**src/crxof_pkg.sv**
```systemverilog
// constants and carrier types for the receive filter and overflow block
package crxof_pkg;
    localparam int NRULE = 4;
    localparam int NBUF = 4;
    localparam int TXQ_MAX = 8;
    localparam int RXFIFO_DEPTH = 16;
    localparam int RXFIFO_CW = 5;
    localparam int BUF_IW = 2;
    localparam int TXQ_PW = 3;
    localparam int TXQ_CW = 4;
    localparam int RULE_IW = 2;
    localparam logic [TXQ_CW-1:0] TXQ_CNT_RST = 4'h0;
    localparam logic [TXQ_PW-1:0] TXQ_PTR_RST = 3'h0;
    localparam logic [NBUF-1:0] BUF_NEW_RST = 4'h0;
    localparam logic [TXQ_CW-1:0] TXQ_DEPTH_BASE = 4'h1;

    typedef enum logic [1:0] {
        CRXOF_DEST_RXBUF = 2'h0,
        CRXOF_DEST_RXFIFO = 2'h1,
        CRXOF_DEST_TXQ = 2'h2,
        CRXOF_DEST_NONE = 2'h3
    } crxof_dest_t;

    typedef struct packed {
        logic [28:0] id;
        logic ide;
        logic rtr;
        logic own_tx;
        logic [3:0] dlc;
        logic [63:0] data;
    } crxof_frame_t;

    typedef struct packed {
        logic [28:0] id;
        logic ide;
        logic rtr;
        logic [3:0] dlc;
        logic [15:0] label;
        logic [63:0] data;
    } crxof_msg_t;

    typedef struct packed {
        logic [28:0] id;
        logic [28:0] id_mask;
        logic ide;
        logic ide_mask;
        logic rtr;
        logic rtr_mask;
        logic own_tx;
        logic [3:0] dlc;
        logic [15:0] label;
        crxof_dest_t dest;
        logic [BUF_IW-1:0] buf_idx;
    } crxof_rule_t;
endpackage

```
**src/crxof_top.sv**
```systemverilog
// receive rule filter, receive buffers, receive fifo and rx-mode tx/rx fifo
//
// Contract
// rxbuf hit on unread message overwrites it
// rxbuf overwrite pulses payload overwrite error
// full receive fifo drops the new frame
// receive fifo drop pulses message lost error
// full txq, overwrite mode 1: replace oldest
// txq oldest overwrite pulses overwrite error
// full txq, overwrite mode 0: drop, lost
// match id, ide, rtr under rule masks
// mirror on: rule selects own or foreign
// dlc check on: frame dlc against rule
// check and replace on: store rule dlc
// store to rule destination with rule label
// txq full at count=depth, empty at zero
// overflow decision from fill state at store
`timescale 1ns/100ps

module crxof_fifo #(
    parameter int W = 8,
    parameter int DEPTH = 16,
    parameter int CW = 5
) (
    input wire logic core_clk,
    input wire logic rst,
    input wire logic in_valid,
    output logic in_ready,
    input wire logic [W-1:0] in_data,
    output logic out_valid,
    input wire logic out_ready,
    output logic [W-1:0] out_data,
    output logic [CW-1:0] count
);
    localparam int PW = $clog2(DEPTH);
    logic [W-1:0] mem [DEPTH];
    logic [PW-1:0] wr, rd, next_wr, next_rd;
    logic [CW-1:0] next_count;
    logic push, pop;

    assign in_ready = (count != CW'(DEPTH));
    assign out_valid = (count != '0);
    assign out_data = mem[rd];

    always_comb begin
        push = in_valid && in_ready;
        pop = out_valid && out_ready;
        next_wr = push ? PW'(wr + 1'b1) : wr;
        next_rd = pop ? PW'(rd + 1'b1) : rd;
        next_count = CW'(count + CW'(push) - CW'(pop));
    end

    always_ff @(posedge core_clk) begin
        if (rst) begin
            wr <= '0;
            rd <= '0;
            count <= '0;
        end else begin
            wr <= next_wr;
            rd <= next_rd;
            count <= next_count;
        end
        if (push) begin
            mem[wr] <= in_data;
        end
    end
endmodule

module crxof_top (
    input wire logic core_clk,
    input wire logic rst,
    input wire logic frame_valid,
    input wire crxof_pkg::crxof_frame_t frame,
    input wire crxof_pkg::crxof_rule_t [crxof_pkg::NRULE-1:0] rules,
    input wire logic mirror_en,
    input wire logic dlc_check_en,
    input wire logic dlc_replace_en,
    input wire logic fifo_overwrite_mode,
    input wire logic [2:0] fifo_depth_sel,
    input wire logic [crxof_pkg::BUF_IW-1:0] rxbuf_sel,
    input wire logic [crxof_pkg::NBUF-1:0] rxbuf_clear,
    output logic [crxof_pkg::NBUF-1:0] rxbuf_new,
    output crxof_pkg::crxof_msg_t rxbuf_msg,
    output logic rxfifo_valid,
    input wire logic rxfifo_ready,
    output crxof_pkg::crxof_msg_t rxfifo_msg,
    output logic [crxof_pkg::RXFIFO_CW-1:0] rxfifo_count,
    input wire logic txq_pop,
    output crxof_pkg::crxof_msg_t txq_msg,
    output logic txq_full,
    output logic txq_empty,
    output logic [crxof_pkg::TXQ_CW-1:0] fifo_msg_count,
    output logic err_payload_overwrite,
    output logic err_rxfifo_lost,
    output logic err_txq_overwrite,
    output logic err_txq_lost
);
    logic [crxof_pkg::NRULE-1:0] rule_hit;
    logic any_hit;
    logic [crxof_pkg::RULE_IW-1:0] hit_idx;
    crxof_pkg::crxof_rule_t hit_rule;
    crxof_pkg::crxof_msg_t msg;
    logic to_buf, to_fifo, to_txq, fifo_in_ready;

    // acceptance filter per rule
    for (genvar g = 0; g < crxof_pkg::NRULE; g++) begin : g_rule
        assign rule_hit[g] =
            (((frame.id ^ rules[g].id) & rules[g].id_mask) == '0) &&
            (((frame.ide ^ rules[g].ide) & rules[g].ide_mask) == 1'b0) &&
            (((frame.rtr ^ rules[g].rtr) & rules[g].rtr_mask) == 1'b0) &&
            (!mirror_en || (frame.own_tx == rules[g].own_tx)) &&
            (!dlc_check_en || (frame.dlc >= rules[g].dlc));
    end

    // lowest numbered matching rule wins
    always_comb begin
        hit_idx = '0;
        for (int i = crxof_pkg::NRULE - 1; i >= 0; i--) begin
            if (rule_hit[i]) begin
                hit_idx = crxof_pkg::RULE_IW'(i);
            end
        end
        any_hit = frame_valid && (rule_hit != '0);
        hit_rule = rules[hit_idx];
        msg.id = frame.id;
        msg.ide = frame.ide;
        msg.rtr = frame.rtr;
        msg.data = frame.data;
        msg.label = hit_rule.label;
        msg.dlc = (dlc_check_en && dlc_replace_en) ? hit_rule.dlc
                                                   : frame.dlc;
        to_buf = any_hit && (hit_rule.dest == crxof_pkg::CRXOF_DEST_RXBUF);
        to_fifo = any_hit && (hit_rule.dest == crxof_pkg::CRXOF_DEST_RXFIFO);
        to_txq = any_hit && (hit_rule.dest == crxof_pkg::CRXOF_DEST_TXQ);
    end

    // receive fifo, refuses when full
    crxof_fifo #(
        .W($bits(crxof_pkg::crxof_msg_t)),
        .DEPTH(crxof_pkg::RXFIFO_DEPTH),
        .CW(crxof_pkg::RXFIFO_CW)
    ) u_rxfifo (
        .core_clk(core_clk),
        .rst(rst),
        .in_valid(to_fifo),
        .in_ready(fifo_in_ready),
        .in_data(msg),
        .out_valid(rxfifo_valid),
        .out_ready(rxfifo_ready),
        .out_data(rxfifo_msg),
        .count(rxfifo_count)
    );

    // receive buffers
    crxof_pkg::crxof_msg_t rxbuf [crxof_pkg::NBUF];
    crxof_pkg::crxof_msg_t next_rxbuf [crxof_pkg::NBUF];
    logic [crxof_pkg::NBUF-1:0] next_rxbuf_new;
    crxof_pkg::crxof_msg_t next_rxbuf_msg;
    logic next_err_payload_overwrite;
    logic next_err_rxfifo_lost;

    always_comb begin
        next_rxbuf = rxbuf;
        next_rxbuf_new = rxbuf_new & ~rxbuf_clear;
        next_err_payload_overwrite = 1'b0;
        next_err_rxfifo_lost = to_fifo && !fifo_in_ready;
        if (to_buf) begin
            next_rxbuf[hit_rule.buf_idx] = msg;
            next_rxbuf_new[hit_rule.buf_idx] = 1'b1;
            next_err_payload_overwrite = rxbuf_new[hit_rule.buf_idx];
        end
        next_rxbuf_msg = rxbuf[rxbuf_sel];
    end

    always_ff @(posedge core_clk) begin
        if (rst) begin
            rxbuf_new <= crxof_pkg::BUF_NEW_RST;
            err_payload_overwrite <= 1'b0;
            err_rxfifo_lost <= 1'b0;
        end else begin
            rxbuf_new <= next_rxbuf_new;
            err_payload_overwrite <= next_err_payload_overwrite;
            err_rxfifo_lost <= next_err_rxfifo_lost;
        end
        rxbuf <= next_rxbuf;
        rxbuf_msg <= next_rxbuf_msg;
    end

    // tx/rx fifo in receive mode, depth set by fifo_depth_sel
    crxof_pkg::crxof_msg_t txq_mem [crxof_pkg::TXQ_MAX];
    logic [crxof_pkg::TXQ_PW-1:0] txq_wr, txq_rd, next_txq_wr, next_txq_rd;
    logic [crxof_pkg::TXQ_CW-1:0] next_count, txq_depth;
    logic txq_pop_ok, txq_room, txq_store;
    logic next_err_txq_overwrite, next_err_txq_lost;

    function automatic logic [crxof_pkg::TXQ_PW-1:0] txq_inc(
        input logic [crxof_pkg::TXQ_PW-1:0] p,
        input logic [crxof_pkg::TXQ_CW-1:0] d
    );
        txq_inc = (p == crxof_pkg::TXQ_PW'(d - 4'h1)) ? '0
                  : crxof_pkg::TXQ_PW'(p + 1'b1);
    endfunction

    assign txq_depth = {1'b0, fifo_depth_sel} + crxof_pkg::TXQ_DEPTH_BASE;
    assign txq_full = (fifo_msg_count == txq_depth);
    assign txq_empty = (fifo_msg_count == crxof_pkg::TXQ_CNT_RST);
    assign txq_msg = txq_mem[txq_rd];

    always_comb begin
        txq_pop_ok = txq_pop && !txq_empty;
        txq_room = !txq_full || txq_pop_ok;
        txq_store = 1'b0;
        next_txq_wr = txq_wr;
        next_txq_rd = txq_pop_ok ? txq_inc(txq_rd, txq_depth) : txq_rd;
        next_count = fifo_msg_count - crxof_pkg::TXQ_CW'(txq_pop_ok);
        next_err_txq_overwrite = 1'b0;
        next_err_txq_lost = 1'b0;
        if (to_txq) begin
            if (txq_room) begin
                txq_store = 1'b1;
                next_txq_wr = txq_inc(txq_wr, txq_depth);
                next_count = crxof_pkg::TXQ_CW'(next_count + 4'h1);
            end else if (fifo_overwrite_mode) begin
                txq_store = 1'b1;
                next_txq_wr = txq_inc(txq_wr, txq_depth);
                next_txq_rd = txq_inc(txq_rd, txq_depth);
                next_err_txq_overwrite = 1'b1;
            end else begin
                next_err_txq_lost = 1'b1;
            end
        end
    end

    always_ff @(posedge core_clk) begin
        if (rst) begin
            txq_wr <= crxof_pkg::TXQ_PTR_RST;
            txq_rd <= crxof_pkg::TXQ_PTR_RST;
            fifo_msg_count <= crxof_pkg::TXQ_CNT_RST;
            err_txq_overwrite <= 1'b0;
            err_txq_lost <= 1'b0;
        end else begin
            txq_wr <= next_txq_wr;
            txq_rd <= next_txq_rd;
            fifo_msg_count <= next_count;
            err_txq_overwrite <= next_err_txq_overwrite;
            err_txq_lost <= next_err_txq_lost;
        end
        if (txq_store) begin
            txq_mem[txq_wr] <= msg;
        end
    end
endmodule

```
**config.mk**
```make
export PLATFORM = sky130hd
export DESIGN_NAME = crxof_top
export DESIGN_NICKNAME = d
export VERILOG_FILES = /design/src/crxof_pkg.sv /design/src/crxof_top.sv
export SDC_FILE = /design/constraint.sdc
export NUM_CORES = 2
export LEC_CHECK = 0
export ABC_AREA = 1
export BUFFER_PORTS_ARGS = -buffer_cell sky130_fd_sc_hd__buf_2
export CAP_MARGIN = 25
export CELL_PAD_IN_SITES_DETAIL_PLACEMENT = 1
export CELL_PAD_IN_SITES_GLOBAL_PLACEMENT = 1
export CORE_MARGIN = 5
export CORE_UTILIZATION = 40
export CTS_CLUSTER_DIAMETER = 80
export CTS_CLUSTER_SIZE = 12
export DETAILED_ROUTE_END_ITERATION = 8
export PLACE_DENSITY_LB_ADDON = 0.1
export SETUP_SLACK_MARGIN = 0.4
export SYNTH_ARGS = -nofsm -noshare
export SYNTH_HDL_FRONTEND = slang
export SYNTH_HIERARCHICAL = 1
export SYNTH_SLANG_ARGS = --single-unit
```
**constraint.sdc**
```tcl
create_clock -name core_clk -period 8.4 [get_ports core_clk]
set_input_delay 0.42 -clock core_clk [delete_from_list [all_inputs] [get_ports core_clk]]
set_output_delay 0.42 -clock core_clk [all_outputs]
set_load 0.05 [all_outputs]
```
# After elaboration in Yosys (flattened, before gate mapping)
# Memory sizes are Yosys's and may differ from the RTL's. A register that Yosys moved wholly into a read port is not among the register bits.
# Index checks and enable logic that the tools add are counted.
# word_totals
elab_cells	204
ram_bits	2760
n_memories	2
out_inout_bits	365
register_bits	606
# mem_list
memory	depth	width	rd	rd_clocked_by_memory_dff	write_ports	line_no	rtl
u_rxfifo.mem	16	115	1	1	1	crxof_top.sv:36	logic [W-1:0] mem [DEPTH];
txq_mem	8	115	1	1	1	crxof_top.sv:190	crxof_pkg::crxof_msg_t txq_mem [crxof_pkg::TXQ_MAX];
# classes
eq_ne	10
n_mux	39
bitwise_logic	39
n_reduce_logical	53
order_cmp	10
n_addsub	10
# ops
cell	count
bitwise mux 460 bit	1
2-to-1 mux 115 bit	3
binary-select mux 115 bit (select 2 bit)	1
demux 115 bit (select 2 bit)	1
binary-select mux 87 bit (select 2 bit)	1
bitwise AND 29 bit	4
zero test 29 bit	4
XOR 29 bit	4
logical AND 1 bit	27
2-to-1 mux 3 bit	9
2-to-1 mux 24 bit	1
2-to-1 mux 4 bit	6
>= comparator 4 bit	4
adder 4 x 1 -> 4 bit, second input constant	3
2-to-1 mux 1 bit	10
NOT 1 bit	10
logical OR 1 bit	9
bitwise AND 1 bit	8
2-to-1 mux 2 bit	4
XOR 1 bit	8
adder 3 x 1 -> 3 bit, second input constant	2
== test 3 bit	2
>= comparator 3 bit, second input constant	2
< comparator 2 x 3 -> 1 bit, second input constant	2
27 further kinds	35

# Logic depth before layout (Yosys ltp)
# depth
ltp_word	19
ltp_mapped	33

# Hierarchy
# Netlist, hierarchy kept.
# modules_own_cells
mod	area_each_um2	cells_each	instances	seq_area_each_um2
crxof_fifo	79097.1	7535	1	55593.3
crxof_top	59600.9	4846	1	44102.3

# Worst setup path before layout
# OpenSTA, ideal clock, no wires.
# synth_timing
path_type	in2reg
startpoint	input frame[64] (netlist bit)
endpoint	memory u_rxfifo/mem[0][0] (netlist bit), enable pin
stages	18
path_slack_ns	0.441
setup_ns	0.590
arrival_time_ns	7.368
cell_sequence	inv_1 ha_1 o21a_1 o21a_1 o21ai_0 nand2_1 nand3_2 buf_4 nand3_4 nand3_1 nand2_4 inv_2 nand3_1 inv_1 nand2_1 inv_1 nand2_1 nor2_1
# synth_via
elab_chain_cells	14
# synth_rtl
item	line_no	rtl
from (decl)	crxof_top.sv:73	input wire crxof_pkg::crxof_frame_t frame,
>= comparator 4 bit	crxof_top.sv:112	(!dlc_check_en || (frame.dlc >= rules[g].dlc));
logical OR 1 bit	crxof_top.sv:112	
logical AND 1 bit	crxof_top.sv:111	(!mirror_en || (frame.own_tx == rules[g].own_tx)) &&
2-to-1 mux 2 bit (4 in series)	crxof_top.sv:119	if (rule_hit[i]) begin
binary-select mux 87 bit (select 2 bit)	crxof_top.sv:124	hit_rule = rules[hit_idx];
2-to-1 mux 24 bit (implied by the code)	crxof_top.sv:124	
== test 2 x 1 -> 1 bit	crxof_top.sv:133	to_fifo = any_hit && (hit_rule.dest == crxof_pkg::CRXOF_DEST_RXFIFO);
logical AND 1 bit *	crxof_top.sv:133	
net to_fifo	crxof_top.sv:103	logic to_buf, to_fifo, to_txq, fifo_in_ready;
logical AND 1 bit *	crxof_top.sv:46	push = in_valid && in_ready;
2-to-1 mux 1 bit *	crxof_top.sv:63	if (push) begin
2-to-1 mux 1 bit (implied by the code) *	crxof_top.sv:64	mem[wr] <= in_data;
to (decl)	crxof_top.sv:36	
# The timed path passes the listed nets; every way through them passes the cells marked *. The select of a mux whose other input is x is not followed.

# Final worst setup path
# layout_timing
startpoint	input frame[72] (netlist bit)
endpoint	memory u_rxfifo/mem[7][44] (netlist bit), enable pin
# layout_via
elab_chain_cells	18
# layout_rtl
item	line_no	rtl
XOR 29 bit	crxof_top.sv:108	(((frame.id ^ rules[g].id) & rules[g].id_mask) == '0) &&
bitwise AND 29 bit	crxof_top.sv:108	
zero test 29 bit	crxof_top.sv:108	
logical AND 1 bit	crxof_top.sv:108	
logical AND 1 bit	crxof_top.sv:109	(((frame.ide ^ rules[g].ide) & rules[g].ide_mask) == 1'b0) &&
logical AND 1 bit	crxof_top.sv:110	(((frame.rtr ^ rules[g].rtr) & rules[g].rtr_mask) == 1'b0) &&
logical AND 1 bit	crxof_top.sv:111	
2-to-1 mux 2 bit (4 in series)	crxof_top.sv:119	
binary-select mux 87 bit (select 2 bit)	crxof_top.sv:124	
2-to-1 mux 24 bit (implied by the code)	crxof_top.sv:124	
== test 2 x 1 -> 1 bit	crxof_top.sv:133	
logical AND 1 bit *	crxof_top.sv:133	
net to_fifo	crxof_top.sv:103	
logical AND 1 bit *	crxof_top.sv:46	
2-to-1 mux 1 bit *	crxof_top.sv:63	
2-to-1 mux 1 bit (implied by the code) *	crxof_top.sv:64	
# Marks and branches as above.

==> results.json <==
{
  "status": "completed",
  "grt_max_degree": 185,
  "async_reset_ff_share_pct": 0,
  "clkSinkCount": 3370,
  "cts.clk_slew.worst_paths_ns": 0.06,
  "fin_nets": 13619,
  "slew_violations": 0,
  "start_kind": "input pin",
  "wire_per_inst_um": 25.9,
  "postRouteWirelength_mm": 464,
  "drc": 0,
  "hpwl_mm": 277,
  "cpMaxStageDelayCell": "nand2_4",
  "portBuffers": 830,
  "crit_fanout": 61,
  "setup_viol": 0,
  "fin_crit_ns": 5.73,
  "slew_headroom_pct": 29.4,
  "netlist_area_sq_mm": 0.139,
  "floorplan.rows": 216,
  "report.final.hold_viol_count": 0,
  "grt_setup_unrepaired": "no",
  "grt_pass1_vias": 99581,
  "ant_nets": 0,
  "max_freq_mhz": 174,
  "ys_warn_count": 6,
  "cts_hold_buf": 52,
  "setup_tns_ns": 0,
  "fin_cells": 17886,
  "synthFlopType": "edfxtp_1",
  "vias": 94976,
  "drtIter0Drc": 6792,
  "synth_nets": 12882,
  "dieArea_sq_mm": 0.359,
  "dieWidth_um": 599,
  "power_leakage_nw": 61.7,
  "cts-htree-levels": 5,
  "crit_path_end_kind": "register",
  "cts_tree": "done",
  "cts-resized-gates": 0,
  "first_pass_iters": 6,
  "dp.cells": 17317,
  "synth-seq-cells": 3370,
  "postSynthCellCount": 12381,
  "drive_above_1_share_pct": 11.1,
  "area_growth_pct": 14.1,
  "antenna_found_initial": 66,
  "cellPowerDensity_mw_per_mm2": 264,
  "ys_seq_area_share_pct": 71.9,
  "worst-path-buf-inv": 6,
  "clk_latency_ns": 0.92,
  "period_share_pct": 68.2,
  "io_pins": 831,
  "worst_ep_arrival_time_ns": 6.27,
  "vias_per_cell": 5.31,
  "fin_worst_skew_ns": 0.0286,
  "critPathRequiredTime_ns": 8.94,
  "crit_family": "simple AND/OR/NAND/NOR gates",
  "dieHeight_um": 599,
  "start_util_pct": 40.1,
  "grt_first_pass_wirelength_mm": 674,
  "synth_edf_count": 3220,
  "crit_path_max_incr_delay_ns": 0.70,
  "path_class": "in -> reg",
  "track_usage_pct": 25.2,
  "min_path_type": "in -> reg",
  "avgSynthCellArea_sq_um": 11.2,
  "grt_overflow": 0,
  "path_cells": "dlygate4sd3_1 -> buf_2 -> or2_1 -> nand3_1 -> nand2_1 -> nor3_1 -> nand2_1 -> nor2_1 -> nand3_2 -> nand2_4 -> nand2_1 -> nand3_1 -> nand2_4 -> inv_2 -> nand3_1 -> inv_1 -> nand2_1 -> inv_1 -> nand2_1 -> nor2_4 -> buf_12",
  "synth.distinct_cells": 48,
  "ir_drop_mv": 0.235,
  "cap_violations": 0,
  "routabilityCongestion": 0.864,
  "coreArea_sq_mm": 0.346,
  "cts_setup_buffers": 0,
  "tightestPinTransition_ns": 1.06,
  "cts-root-buf": "clkbuf_16",
  "crit_path_frequent_cell": "nand2_1",
  "clock_path_buffers": 4,
  "cts_inserted_buffers": 320
}
report_power, final:
group / internal (W) / leakage (nW) / switching (W)
registers: 0.0185 / 30.2 / 0.000109
logic: 0.00222 / 27.1 / 0.00761
clock network: 0.00722 / 4.35 / 0.00618
metal layers:
layer	up-vias	wire length (um)	global-route usage, %	share of wire, %
li1	43163	-	-	-
met1	48840	197000	32.9	42
met2	2325	231000	44.1	50
met3	586	25100	4.36	5.4
met4	62	10800	5.63	2.3
met5	-	425	0	0.092
final timing paths:
path,start,end,slack [ns],cells after the start
max reg2reg,fifo_msg_count[2],txq_mem[1][63],4.90,11
max,frame[72],u_rxfifo/mem[7][44],2.67,21
min,frame[13],txq_mem[6][13],0.08,1
min reg2reg,rxbuf[384],rxbuf_msg[39],0.51,2
synth_stat cells, types with 6 or more instances:
library cell / instances / area (sq um)
buf_4: 9 / 67.6
edfxtp_1: 3220 / 96700
or2_1: 42 / 263
a31oi_1: 117 / 732
dfxtp_1: 150 / 3000
nand3_1: 1502 / 7520
xor2_1: 17 / 149
nor2_1: 1200 / 4500
buf_1: 62 / 233
o32ai_1: 16 / 140
nor3_1: 8 / 40.0
inv_2: 10 / 37.5
clkbuf_1: 332 / 1250
inv_1: 1545 / 5800
o21ai_1: 19 / 95.1
xnor2_1: 6 / 52.6
ha_1: 34 / 425
nand2_1: 2759 / 10400
o21ai_0: 737 / 3690
nand2_2: 7 / 43.8
nor2_2: 8 / 50.1
o22ai_1: 232 / 1450
nand4_1: 18 / 113
buf_2: 243 / 1220
a21oi_1: 32 / 160
layout make-up:
type | instances | area [sq um]
fillers | 36713 | 187000
multi-input cells | 6801 | 30700
repair buffers | 1067 | 7020
clock buffers | 471 | 8770
inverters | 1558 | 5930
flip-flops and latches | 3370 | 99700
diodes | 21 | 52.6
clock inverters | 20 | 277
well taps | 4578 | 5730
logic make-up after synthesis:
group                    Yosys count  synth area share, %
buffers and inverters           2210                 6.27
flip-flops                      3370                 71.9
AO/OA/AOI/OAI                   1165                 4.59
multiplexers                       3               0.0244
XOR/XNOR                          23                0.145
AND/OR/NAND/NOR                 5575                 16.8
adder cells (fa/ha/maj)           35                0.321
placed cells by master (no fill, tap or decap), types with 144 or more instances in the layout:
cell and n:
edfxtp_1 3220, nand2_1 2759, inv_1 1538, nand3_1 1502
nor2_1 1176, buf_2 828, o21ai_0 737, clkbuf_16 329
o22ai_1 232, dfxtp_1 144
per-stage QoR:
stage / hold WS, ns / power (W) / instance area [sq um] / setup WS [ns] / util, %
after floorplan: 0.471 / 0.0253 / 139000 / 0.441 / -
after global placement: 0.484 / 0.0287 / 148000 / 1.62 / 42.9
after detailed placement: 0.492 / 0.0289 / 148000 / 1.62 / 43.0
after CTS: 0.000470 / 0.0423 / 158000 / 2.59 / 45.7
after global routing: 0.0262 / 0.0436 / 158000 / 2.39 / 45.8
final: 0.0764 / 0.0418 / 158000 / 2.67 / 45.8
state kept, by name (all words and copies together) (netlist names), named ones only:
signal	count
u_rxfifo/count	5
err_txq_lost	1
txq_rd	3
err_rxfifo_lost	1
txq_wr	3
rxbuf	460
rxbuf_new	4
fifo_msg_count	4
err_payload_overwrite	1
u_rxfifo/mem	1840
u_rxfifo/rd	4
rxbuf_msg	115
err_txq_overwrite	1
txq_mem	920
u_rxfifo/wr	4
No activity file was read; power rests on OpenSTA's default activity.
